File: src/rtl/eprsq_pkg.sv
// Constants and types shared by the EPROM program and read sequencer
package eprsq_pkg;

    // Clock and timing
    localparam int unsigned CLK_HZ     = 25_000_000;
    localparam int unsigned SETTLE_US  = 1000;
    localparam int unsigned HOLD_MS    = 50;
    localparam int unsigned SETTLE_CYC = SETTLE_US * (CLK_HZ / 1_000_000);
    localparam int unsigned HOLD_CYC   = HOLD_MS * (CLK_HZ / 1000);
    localparam int unsigned SYNC_WAIT  = 5;

    // Widths and depths
    localparam int unsigned ADDR_W      = 12;
    localparam int unsigned DATA_W      = 8;
    localparam int unsigned PROM_ADDR_W = 11;
    localparam int unsigned FIFO_DEPTH  = 8;
    localparam int unsigned SYNC_W      = 11;

    // Address limits and size select codes
    localparam logic [11:0] LIMIT_2K  = 12'h7ff;
    localparam logic [11:0] LIMIT_1K  = 12'h3ff;
    localparam logic [11:0] LIMIT_512 = 12'h1ff;
    localparam logic [1:0]  SIZE_2K   = 2'h0;
    localparam logic [1:0]  SIZE_1K   = 2'h1;

    // Reset values
    localparam logic [7:0]  ERASED_BYTE = 8'hff;
    localparam logic [10:0] SYNC_RST    = 11'h000;

    typedef struct packed {
        logic        burn;
        logic [11:0] addr;
        logic [7:0]  wdata;
    } eprsq_req_t;

    typedef struct packed {
        logic       pass;
        logic       range_err;
        logic       hv_err;
        logic       verify_err;
        logic [7:0] rdata;
    } eprsq_res_t;

    localparam int unsigned REQ_W = $bits(eprsq_req_t);

    typedef enum logic [13:0] {
        ST_IDLE     = 14'h0001,
        ST_ADDR_CHK = 14'h0002,
        ST_RD_WAIT  = 14'h0004,
        ST_HV_CHK   = 14'h0008,
        ST_CS_PULSE = 14'h0010,
        ST_WDE_ON   = 14'h0020,
        ST_SETTLE   = 14'h0040,
        ST_HOLD     = 14'h0080,
        ST_BURN_OFF = 14'h0100,
        ST_WDE_OFF  = 14'h0200,
        ST_CS_LOW   = 14'h0400,
        ST_VFY_WAIT = 14'h0800,
        ST_VFY_CMP  = 14'h1000,
        ST_DONE     = 14'h2000
    } eprsq_state_t;

endpackage : eprsq_pkg

File: src/rtl/eprsq_fifo.sv
// Request FIFO with registered fill flags
`timescale 1ns/1ns
`default_nettype none
module eprsq_fifo #(
    parameter int unsigned WIDTH = 21,
    parameter int unsigned DEPTH = 8
) (
    input  wire logic             ref_clk_i,
    input  wire logic             reset_n_i,
    input  wire logic             in_valid_i,
    output var  logic             in_ready_o,
    input  wire logic [WIDTH-1:0] in_data_i,
    output var  logic             out_valid_o,
    input  wire logic             out_ready_i,
    output var  logic [WIDTH-1:0] out_data_o
);
    localparam int unsigned PW = (DEPTH > 1) ? $clog2(DEPTH) : 1;
    localparam int unsigned CW = $clog2(DEPTH + 1);

    if (DEPTH < 2 || WIDTH < 1) begin : g_bad_cfg
        $error("eprsq_fifo: DEPTH must be at least 2");
    end

    logic [WIDTH-1:0] mem_q [DEPTH];
    logic [PW-1:0]    wr_q, wr_d, rd_q, rd_d;
    logic [CW-1:0]    cnt_q, cnt_d;
    logic             push, pop;
    logic             ready_d, valid_d;

    function automatic logic [PW-1:0] step(input logic [PW-1:0] p);
        step = (p == PW'(DEPTH - 1)) ? '0 : p + 1'b1;
    endfunction : step

    always_comb begin
        push    = in_valid_i && in_ready_o;
        pop     = out_ready_i && out_valid_o;
        wr_d    = push ? step(wr_q) : wr_q;
        rd_d    = pop ? step(rd_q) : rd_q;
        cnt_d   = cnt_q + CW'(push) - CW'(pop);
        ready_d = cnt_d < CW'(DEPTH);
        valid_d = cnt_d != '0;
    end

    always_ff @(posedge ref_clk_i or negedge reset_n_i) begin
        if (!reset_n_i) begin
            wr_q        <= '0;
            rd_q        <= '0;
            cnt_q       <= '0;
            in_ready_o  <= 1'b1;
            out_valid_o <= 1'b0;
        end else begin
            wr_q        <= wr_d;
            rd_q        <= rd_d;
            cnt_q       <= cnt_d;
            in_ready_o  <= ready_d;
            out_valid_o <= valid_d;
        end
    end

    always_ff @(posedge ref_clk_i) begin
        if (push) begin
            mem_q[wr_q] <= in_data_i;
        end
    end

    assign out_data_o = mem_q[rd_q];

endmodule : eprsq_fifo
`default_nettype wire

File: src/rtl/eprsq_top.sv
// EPROM program and read sequencer, top level
// Operation
// (RULE1) Flag low when address exceeds selected size limit.
// (RULE2) Out-of-range address aborts read or program at once.
// (RULE3) Request bit chooses program entry or read entry.
// (RULE4) Board presents address, and write byte for program, beforehand.
// (RULE5) Read raises read-data enable and returns memory byte.
// (RULE6) Write-data enable high only inside a program operation.
// (RULE7) Write byte reaches data pins via open-collector drives.
// (RULE8) Missing high voltage aborts program before any pulse.
// (RULE9) After voltage check, chip select pulses, then write enable rises.
// (RULE10) Burn request falls, strobe rises one settle time later.
// (RULE11) Conditions held unchanged for the 50 ms hold.
// (RULE12) Burn request rises ending strobe, then write enable falls.
// (RULE13) Chip select returns low as last pulse step.
// (RULE14) Verify after pulse; one retry; second mismatch is an error.
// (RULE15) Strobe and burn request idle during reads.
// (RULE16) Burn request is its own active-low output.
// (RULE17) Result reports pass or failure and read byte.
// (RULE18) Limit 2047 by default, 1023 or 511 by size select.
// (RULE19) Program clears bits only, all eight at once.
// (RULE20) Settle and hold lengths are cycle-count parameters.
// (RULE21) Reset gives idle, request high, select low, enables off.
`timescale 1ns/1ns
`default_nettype none
module eprsq_top
    import eprsq_pkg::*;
#(
    parameter int unsigned SETTLE_CYCLES = SETTLE_CYC,
    parameter int unsigned HOLD_CYCLES   = HOLD_CYC,
    parameter int unsigned DEPTH         = FIFO_DEPTH
) (
    input  wire logic        ref_clk_i,
    input  wire logic        reset_n_i,
    input  wire logic        req_valid_i,
    input  wire eprsq_req_t  req_i,
    output var  logic        req_ready_o,
    input  wire logic [1:0]  size_sel_i,
    input  wire logic        high_volt_present_i,
    output var  logic        res_valid_o,
    output var  eprsq_res_t  res_o,
    output var  logic        busy_o,
    output var  logic        addr_beyond_limit_n_o,
    output var  logic [10:0] prom_addr_o,
    output var  logic        chip_sel_n_o,
    output var  logic        wr_data_en_o,
    output var  logic        rd_data_en_o,
    output var  logic        burn_request_n_o,
    output var  logic        burn_strobe_o,
    input  wire logic [7:0]  prom_data_i,
    output var  logic [7:0]  prom_data_o,
    output var  logic [7:0]  prom_data_oe_o
);
    localparam int unsigned MAXC = (HOLD_CYCLES > SETTLE_CYCLES) ?
                                   HOLD_CYCLES : SETTLE_CYCLES;
    localparam int unsigned CNT_W = $clog2(MAXC + SYNC_WAIT + 1);

    if (SETTLE_CYCLES < 1 || HOLD_CYCLES < 1 || DEPTH < 2) begin : g_bad_cfg
        $error("eprsq_top: cycle counts must be at least one");
    end

    function automatic logic [11:0] limit_of(input logic [1:0] sel);
        unique case (sel)
            SIZE_2K: limit_of = LIMIT_2K;
            SIZE_1K: limit_of = LIMIT_1K;
            default: limit_of = LIMIT_512;
        endcase
    endfunction : limit_of

    // Pin input filter: take a change once second and third stages agree
    function automatic logic [SYNC_W-1:0] settle(
        input logic [SYNC_W-1:0] s2,
        input logic [SYNC_W-1:0] s3,
        input logic [SYNC_W-1:0] old
    );
        settle = (s3 & ~(s2 ^ s3)) | (old & (s2 ^ s3));
    endfunction : settle

    eprsq_state_t      state_q, state_d;
    logic [CNT_W-1:0]  cnt_q, cnt_d;
    logic              retry_q, retry_d;
    eprsq_req_t        cur_q, cur_d;
    eprsq_res_t        res_d;
    logic              res_valid_d;
    logic [SYNC_W-1:0] s1_q, s2_q, s3_q, filt_q, filt_d;
    logic              hv_ok;
    logic [1:0]        size_ok;
    logic [7:0]        data_ok;
    logic              beyond;
    logic              fifo_valid, fifo_pop;
    logic [REQ_W-1:0]  fifo_data;
    logic              cs_n_d, wde_d, rde_d, burn_n_d, strobe_d, busy_d;
    logic [7:0]        oe_d, pd_d;

    eprsq_fifo #(
        .WIDTH (REQ_W),
        .DEPTH (DEPTH)
    ) u_fifo (
        .ref_clk_i   (ref_clk_i),
        .reset_n_i   (reset_n_i),
        .in_valid_i  (req_valid_i),
        .in_ready_o  (req_ready_o),
        .in_data_i   (req_i),
        .out_valid_o (fifo_valid),
        .out_ready_i (fifo_pop),
        .out_data_o  (fifo_data)
    );

    assign {size_ok, hv_ok, data_ok} = filt_q;
    assign beyond   = cur_q.addr > limit_of(size_ok); // RULE1 RULE18
    assign fifo_pop = state_q == ST_IDLE;

    always_comb begin
        filt_d      = settle(s2_q, s3_q, filt_q);
        state_d     = state_q;
        cnt_d       = cnt_q + 1'b1;
        retry_d     = retry_q;
        cur_d       = cur_q;
        res_d       = res_o;
        unique case (state_q)
            ST_IDLE: begin
                if (fifo_valid) begin
                    cur_d   = eprsq_req_t'(fifo_data);
                    retry_d = 1'b0;
                    res_d   = '0;
                    state_d = ST_ADDR_CHK;
                end
            end
            ST_ADDR_CHK: begin
                if (beyond) begin
                    res_d.range_err = 1'b1; // RULE2
                    state_d = ST_DONE; // RULE2
                end else begin
                    state_d = cur_q.burn ? ST_HV_CHK : ST_RD_WAIT; // RULE3
                end
            end
            ST_RD_WAIT: begin
                if (cnt_q == CNT_W'(SYNC_WAIT - 1)) begin
                    res_d.rdata = data_ok; // RULE5
                    res_d.pass  = 1'b1; // RULE17
                    state_d     = ST_DONE;
                end
            end
            ST_HV_CHK: begin
                if (!hv_ok) begin
                    res_d.hv_err = 1'b1; // RULE8
                    state_d      = ST_DONE; // RULE8
                end else begin
                    state_d = ST_CS_PULSE; // RULE9
                end
            end
            ST_CS_PULSE: state_d = ST_WDE_ON; // RULE9
            ST_WDE_ON:   state_d = ST_SETTLE;
            ST_SETTLE: begin
                if (cnt_q == CNT_W'(SETTLE_CYCLES - 1)) begin
                    state_d = ST_HOLD; // RULE10 RULE20
                end
            end
            ST_HOLD: begin
                if (cnt_q == CNT_W'(HOLD_CYCLES - 1)) begin
                    state_d = ST_BURN_OFF; // RULE11 RULE20
                end
            end
            ST_BURN_OFF: state_d = ST_WDE_OFF; // RULE12
            ST_WDE_OFF:  state_d = ST_CS_LOW; // RULE13
            ST_CS_LOW:   state_d = ST_VFY_WAIT;
            ST_VFY_WAIT: begin
                if (cnt_q == CNT_W'(SYNC_WAIT - 1)) begin
                    state_d = ST_VFY_CMP;
                end
            end
            ST_VFY_CMP: begin
                res_d.rdata = data_ok;
                if (data_ok == cur_q.wdata) begin
                    res_d.pass = 1'b1; // RULE14
                    state_d    = ST_DONE;
                end else if (!retry_q) begin
                    retry_d = 1'b1; // RULE14
                    state_d = ST_HV_CHK;
                end else begin
                    res_d.verify_err = 1'b1; // RULE14
                    state_d          = ST_DONE;
                end
            end
            ST_DONE: state_d = ST_IDLE;
        endcase
        if (state_d != state_q) begin
            cnt_d = '0;
        end
        res_valid_d = state_d == ST_DONE; // RULE17
        busy_d      = state_d != ST_IDLE;
        // Pin levels follow the state being entered
        cs_n_d   = state_d inside {ST_CS_PULSE, ST_WDE_ON, ST_SETTLE,
                                   ST_HOLD, ST_BURN_OFF, ST_WDE_OFF}; // RULE9 RULE13
        wde_d    = state_d inside {ST_WDE_ON, ST_SETTLE, ST_HOLD,
                                   ST_BURN_OFF}; // RULE6 RULE12
        burn_n_d = !(state_d inside {ST_SETTLE, ST_HOLD}); // RULE10 RULE16
        strobe_d = state_d == ST_HOLD; // RULE10 RULE15
        rde_d    = state_d inside {ST_RD_WAIT, ST_VFY_WAIT}; // RULE5
        // Open collector: pull low only the bits to clear
        oe_d     = wde_d ? ~cur_d.wdata : '0; // RULE7 RULE19
        pd_d     = '0; // RULE19
    end

    always_ff @(posedge ref_clk_i or negedge reset_n_i) begin
        if (!reset_n_i) begin
            state_q               <= ST_IDLE; // RULE21
            cnt_q                 <= '0;
            retry_q               <= 1'b0;
            cur_q                 <= '0;
            res_o                 <= '0;
            res_valid_o           <= 1'b0;
            busy_o                <= 1'b0;
            s1_q                  <= SYNC_RST;
            s2_q                  <= SYNC_RST;
            s3_q                  <= SYNC_RST;
            filt_q                <= SYNC_RST;
            addr_beyond_limit_n_o <= 1'b1;
            prom_addr_o           <= '0;
            chip_sel_n_o          <= 1'b0; // RULE21
            wr_data_en_o          <= 1'b0; // RULE21
            rd_data_en_o          <= 1'b0; // RULE21
            burn_request_n_o      <= 1'b1; // RULE21
            burn_strobe_o         <= 1'b0;
            prom_data_o           <= '0;
            prom_data_oe_o        <= '0;
        end else begin
            state_q               <= state_d;
            cnt_q                 <= cnt_d;
            retry_q               <= retry_d;
            cur_q                 <= cur_d;
            res_o                 <= res_d;
            res_valid_o           <= res_valid_d;
            busy_o                <= busy_d;
            s1_q                  <= {size_sel_i, high_volt_present_i,
                                      prom_data_i};
            s2_q                  <= s1_q;
            s3_q                  <= s2_q;
            filt_q                <= filt_d;
            addr_beyond_limit_n_o <= !beyond; // RULE1
            prom_addr_o           <= cur_d.addr[PROM_ADDR_W-1:0];
            chip_sel_n_o          <= cs_n_d;
            wr_data_en_o          <= wde_d;
            rd_data_en_o          <= rde_d;
            burn_request_n_o      <= burn_n_d;
            burn_strobe_o         <= strobe_d;
            prom_data_o           <= pd_d;
            prom_data_oe_o        <= oe_d;
        end
    end

    // Helper counters seen only by the checks below
    int unsigned low_cnt, high_cnt;
    always_ff @(posedge ref_clk_i or negedge reset_n_i) begin
        if (!reset_n_i) begin
            low_cnt  <= 0;
            high_cnt <= 0;
        end else begin
            low_cnt  <= burn_request_n_o ? 0 :
                        (burn_strobe_o ? low_cnt : low_cnt + 1);
            high_cnt <= burn_strobe_o ? high_cnt + 1 : 0;
        end
    end
endmodule : eprsq_top
`default_nettype wire

File: config.mk
export PLATFORM = sky130hd
export DESIGN_NAME = eprsq_top
export DESIGN_NICKNAME = d
export VERILOG_FILES = /design/src/rtl/eprsq_pkg.sv /design/src/rtl/eprsq_fifo.sv /design/src/rtl/eprsq_top.sv
export SDC_FILE = /design/constraint.sdc
export NUM_CORES = 1
export LEC_CHECK = 0
export BUFFER_PORTS_ARGS = -buffer_cell sky130_fd_sc_hd__buf_2
export CAP_MARGIN = 0
export CORE_UTILIZATION = 35
export DETAILED_ROUTE_END_ITERATION = 12
export MAX_ROUTING_LAYER = met4
export SLEW_MARGIN = 10
export SYNTH_ARGS = -nofsm -noshare
export SYNTH_HDL_FRONTEND = slang
export SYNTH_HIERARCHICAL = 1
export SYNTH_SLANG_ARGS = --single-unit
File: constraint.sdc
create_clock -name ref_clk_i -period 3.9 [get_ports ref_clk_i]
set_input_delay 0.585 -clock ref_clk_i [delete_from_list [all_inputs] [get_ports ref_clk_i]]
set_output_delay 0.585 -clock ref_clk_i [all_outputs]
set_load 0.05 [all_outputs]
==> flow_metrics.tcl <==
set metrics [dict create \
    run_status "finished with violations" \
    failed_checks "DRC" \
    area_growth_pct 14.82 \
    rrSetupSlack_ns 0.35 \
    timing.final.max_slew_violations 0 \
    met1Wirelength_mm 11.69 \
    yosys_warnings 6 \
    synth_commonest_cells "168 x sky130_fd_sc_hd__edfxtp_1, 137 x sky130_fd_sc_hd__dfrtp_1, 102 x sky130_fd_sc_hd__nand2_1" \
    worst_clock_skew_ns 0.02210 \
    worst_r2r_endpoint "prom_data_oe_o[7]" \
    cp.depth 10 \
    die_area_sq_um 37080 \
    place.detailed.instances 1343 \
    internal_power_mw 6.802 \
    clock_buffer_count_from_cts 34 \
    num_rows 69 \
    fmaxAchievable_ghz 0.2818 \
    synth.yosys.seq_area_share 0.6749 \
    seqPwrFrac 0.418 \
    final-hold-violation-count 0 \
    worst_slew_pin_slew_ns 0.8592 \
    route.detailed.vias_per_inst 4.999 \
    htree_levels 2 \
    timing.hold.worst.class "primary input to asynchronous set/reset pin" \
    p_leak_nw 5.758 \
    netlist_top_cells_area "sky130_fd_sc_hd__edfxtp_1 40%, sky130_fd_sc_hd__dfrtp_1 27%, sky130_fd_sc_hd__mux4_1 6.4%" \
    grt_pass1_vias 7040 \
    yosys.area.top_type "sky130_fd_sc_hd__edfxtp_1" \
    total_power_mw 10.06 \
    dominantRegCellSynth "sky130_fd_sc_hd__edfxtp_1" \
    critPathMaxStageDelay_ns 0.66 \
    synth.distinct_cells 69 \
    finalInstanceArea_sq_um 14600 \
    core-area_sq_um 35660 \
    finalSetupViolations 0 \
    synth.top_cell.area_share 0.3969 \
    timing.final.crit_period_ns 3.549 \
    cts_max_path_buffers 3 \
    ctsRootBufferMaster "sky130_fd_sc_hd__clkbuf_16" \
    drt-wirelength-per-cell_um 18.97 \
    routed-wl-met2_mm 13.16 \
    largest_driver_fanout_on_the_critical_path 11 \
    power.share.switching 0.3237 \
    grt_first_pass_wirelength_mm 40.95 \
    fin_tns_setup_ns 0 \
    timing.critical_path.max_delay_family "simple AND/OR/NAND/NOR gates" \
    reg2regPathDepth 10 \
    crit_buf_inv 0 \
    worst_ep_arrival_time_ns 3.98 \
    slew_headroom 0.4259 \
    tritoncts "built" \
    power-per-cell-area_nw_per_um2 689.2 \
    cts.clk_slew.worst_paths_ns 0.06 \
    endpoint_kind "flip-flop" \
    start_util 0.3565 \
    hold_ws_ns 0.04987 \
    peakVddDrop_mv 0.3475 \
    drive_gt1_frac 0.2144 \
    placed_cell_area_sq_um 13520 \
    ioPinCount 83 \
    place.port_buffers 74 \
    wl_met3_mm 1.156 \
    postCtsSetupBuffers 0 \
    criticalPathCategory "flip-flop to flip-flop" \
    share_clk_of_total_power 0.306 \
    cts_hold_buffers 0 \
    timing.final.crit_share 0.9099 \
    final_nets 966 \
    max_capacitance_violation_total 0 \
    finish.utilization 0.4093 \
    worstSetupStartpointType "flip-flop" \
    final.setup.worst_slack_ns 0.3513 \
    highest_layer "met4" \
    post_cts_resized 0 \
    asyncSetResetFlopFracSynth 0.4563 \
    instances_no_fill 1405 \
    length_of_the_first_detailed_routing_pass_in_iterations 9 \
    grt_overflow_total 0 \
    gr-usage-all-layers 0.1508 \
    crit_required_ns 4.33 \
    power.share.combinational 0.275 \
    hpwlAfterDp_mm 16.96 \
    synthCells 842 \
    switch_pwr_mw 3.256 \
    slowest_cell_on_crit_path "sky130_fd_sc_hd__or4_4" \
    grt_antenna_before_repair 2 \
    drc 8 \
    clock_insertion_delay_worst_skew_ns 0.53 \
    synth_enable_flop_cells 168 \
    yosysMostFrequentCell "sky130_fd_sc_hd__edfxtp_1" \
    routed-via-count 7023 \
    grt_start_max_net_pins 81 \
    synthesized_flop_and_latch_total 309 \
    grt_setup_unrepaired "false" \
    drt-total-wl_mm 26.66 \
    globalplace.congestion 0.9155 \
    syn-mean-instance-area_sq_um 15.10 \
    drtAntennaViolNets 0 \
    crit_path_cell_trace "or2_2 > ha_1 > nand4b_1 > o31ai_1 > nor4_1 > nor2_1 > o311ai_1 > or4_1 > or4_4 > a21oi_1" \
    dr.first_iter.drc_count 473 \
    die_x_um 192.6 \
    chipHeight_um 192.6 \
    synth_area_sq_um 12710 \
    worst_slack_after_detailed_placement_ns 0.3701 \
    tritoncts_num_sinks 309 \
]
## sequential cells by signal (all words and copies together) (netlist names), 4 cells and up, named ones only
signal	cells
state_q	14
u_fifo/cnt_q	4
u_fifo/mem_q	168
s1_q	11
s3_q	11
prom_data_oe_o	8
s2_q	11
cur_q	21
res_o	12
cnt_q	21
## layer usage
| layer | track usage | vias to the layer above |
|---|---|---|
| li1 | - | 3262 |
| met1 | 0.1886 | 3569 |
| met2 | 0.2457 | 143 |
| met3 | 0.02928 | 49 |
| met4 | 0.04997 | 0 |
| met5 | - | - |
## area by class of cell
class	count	area (sq um)
multi-input combinational	470	3802
fill	3261	21060
timing repair buffer	88	506.7
sequential	309	8579
antenna	2	5.005
tap	461	576.8
clock buffer	51	944.7
clock inverter	9	123.9
inverter	15	56.30
## worst max-delay path by stage
stage                     from                  to  slack (ns)
global placement     flip-flop   prom_data_oe_o[7]        0.52
global route         flip-flop   prom_data_oe_o[7]        0.15
CTS                  flip-flop   prom_data_oe_o[7]        0.32
finish               flip-flop   prom_data_oe_o[7]        0.35
floorplan           state_q[6]  u_fifo/out_valid_o        0.78
detailed placement   flip-flop   prom_data_oe_o[7]        0.37
## kinds of logic (layout without fill, tap and decap cells)
family	Yosys count	after routing	share of synthesized area
multiplexers	69	69	0.1072
AO/OA/AOI/OAI	54	54	0.03121
adder cells (fa/ha/maj)	24	24	0.02205
XOR/XNOR	35	35	0.02412
other	1	10	0.0002950
AND/OR/NAND/NOR	280	280	0.1091
flip-flops	309	309	0.6749
buffers and inverters	70	163	0.03120
## placed cells by master, fill, tap and decap left out, types with 13 or more instances in the layout
cell type	netlist	routed
sky130_fd_sc_hd__nand3_1	27	27
sky130_fd_sc_hd__xnor2_1	22	22
sky130_fd_sc_hd__nor2_1	63	57
sky130_fd_sc_hd__mux2_2	24	24
sky130_fd_sc_hd__clkbuf_16	0	34
sky130_fd_sc_hd__dfrtp_1	137	136
sky130_fd_sc_hd__nor3_1	17	15
sky130_fd_sc_hd__clkbuf_1	24	14
sky130_fd_sc_hd__xor2_1	13	13
sky130_fd_sc_hd__inv_1	15	15
sky130_fd_sc_hd__buf_2	2	73
sky130_fd_sc_hd__nand2_1	102	102
sky130_fd_sc_hd__edfxtp_1	168	168
sky130_fd_sc_hd__mux4_1	31	31
## power groups by stage
stage,clock [mW],combinational (mW),sequential (mW)
floorplan,0,1.98,4.40
global placement,0,2.80,4.26
detailed placement,0,2.80,4.27
CTS,3.17,2.81,4.21
global route,3.28,3.02,4.26
finish,3.08,2.77,4.21
Note: power is estimated with default switching activity, not from simulation.
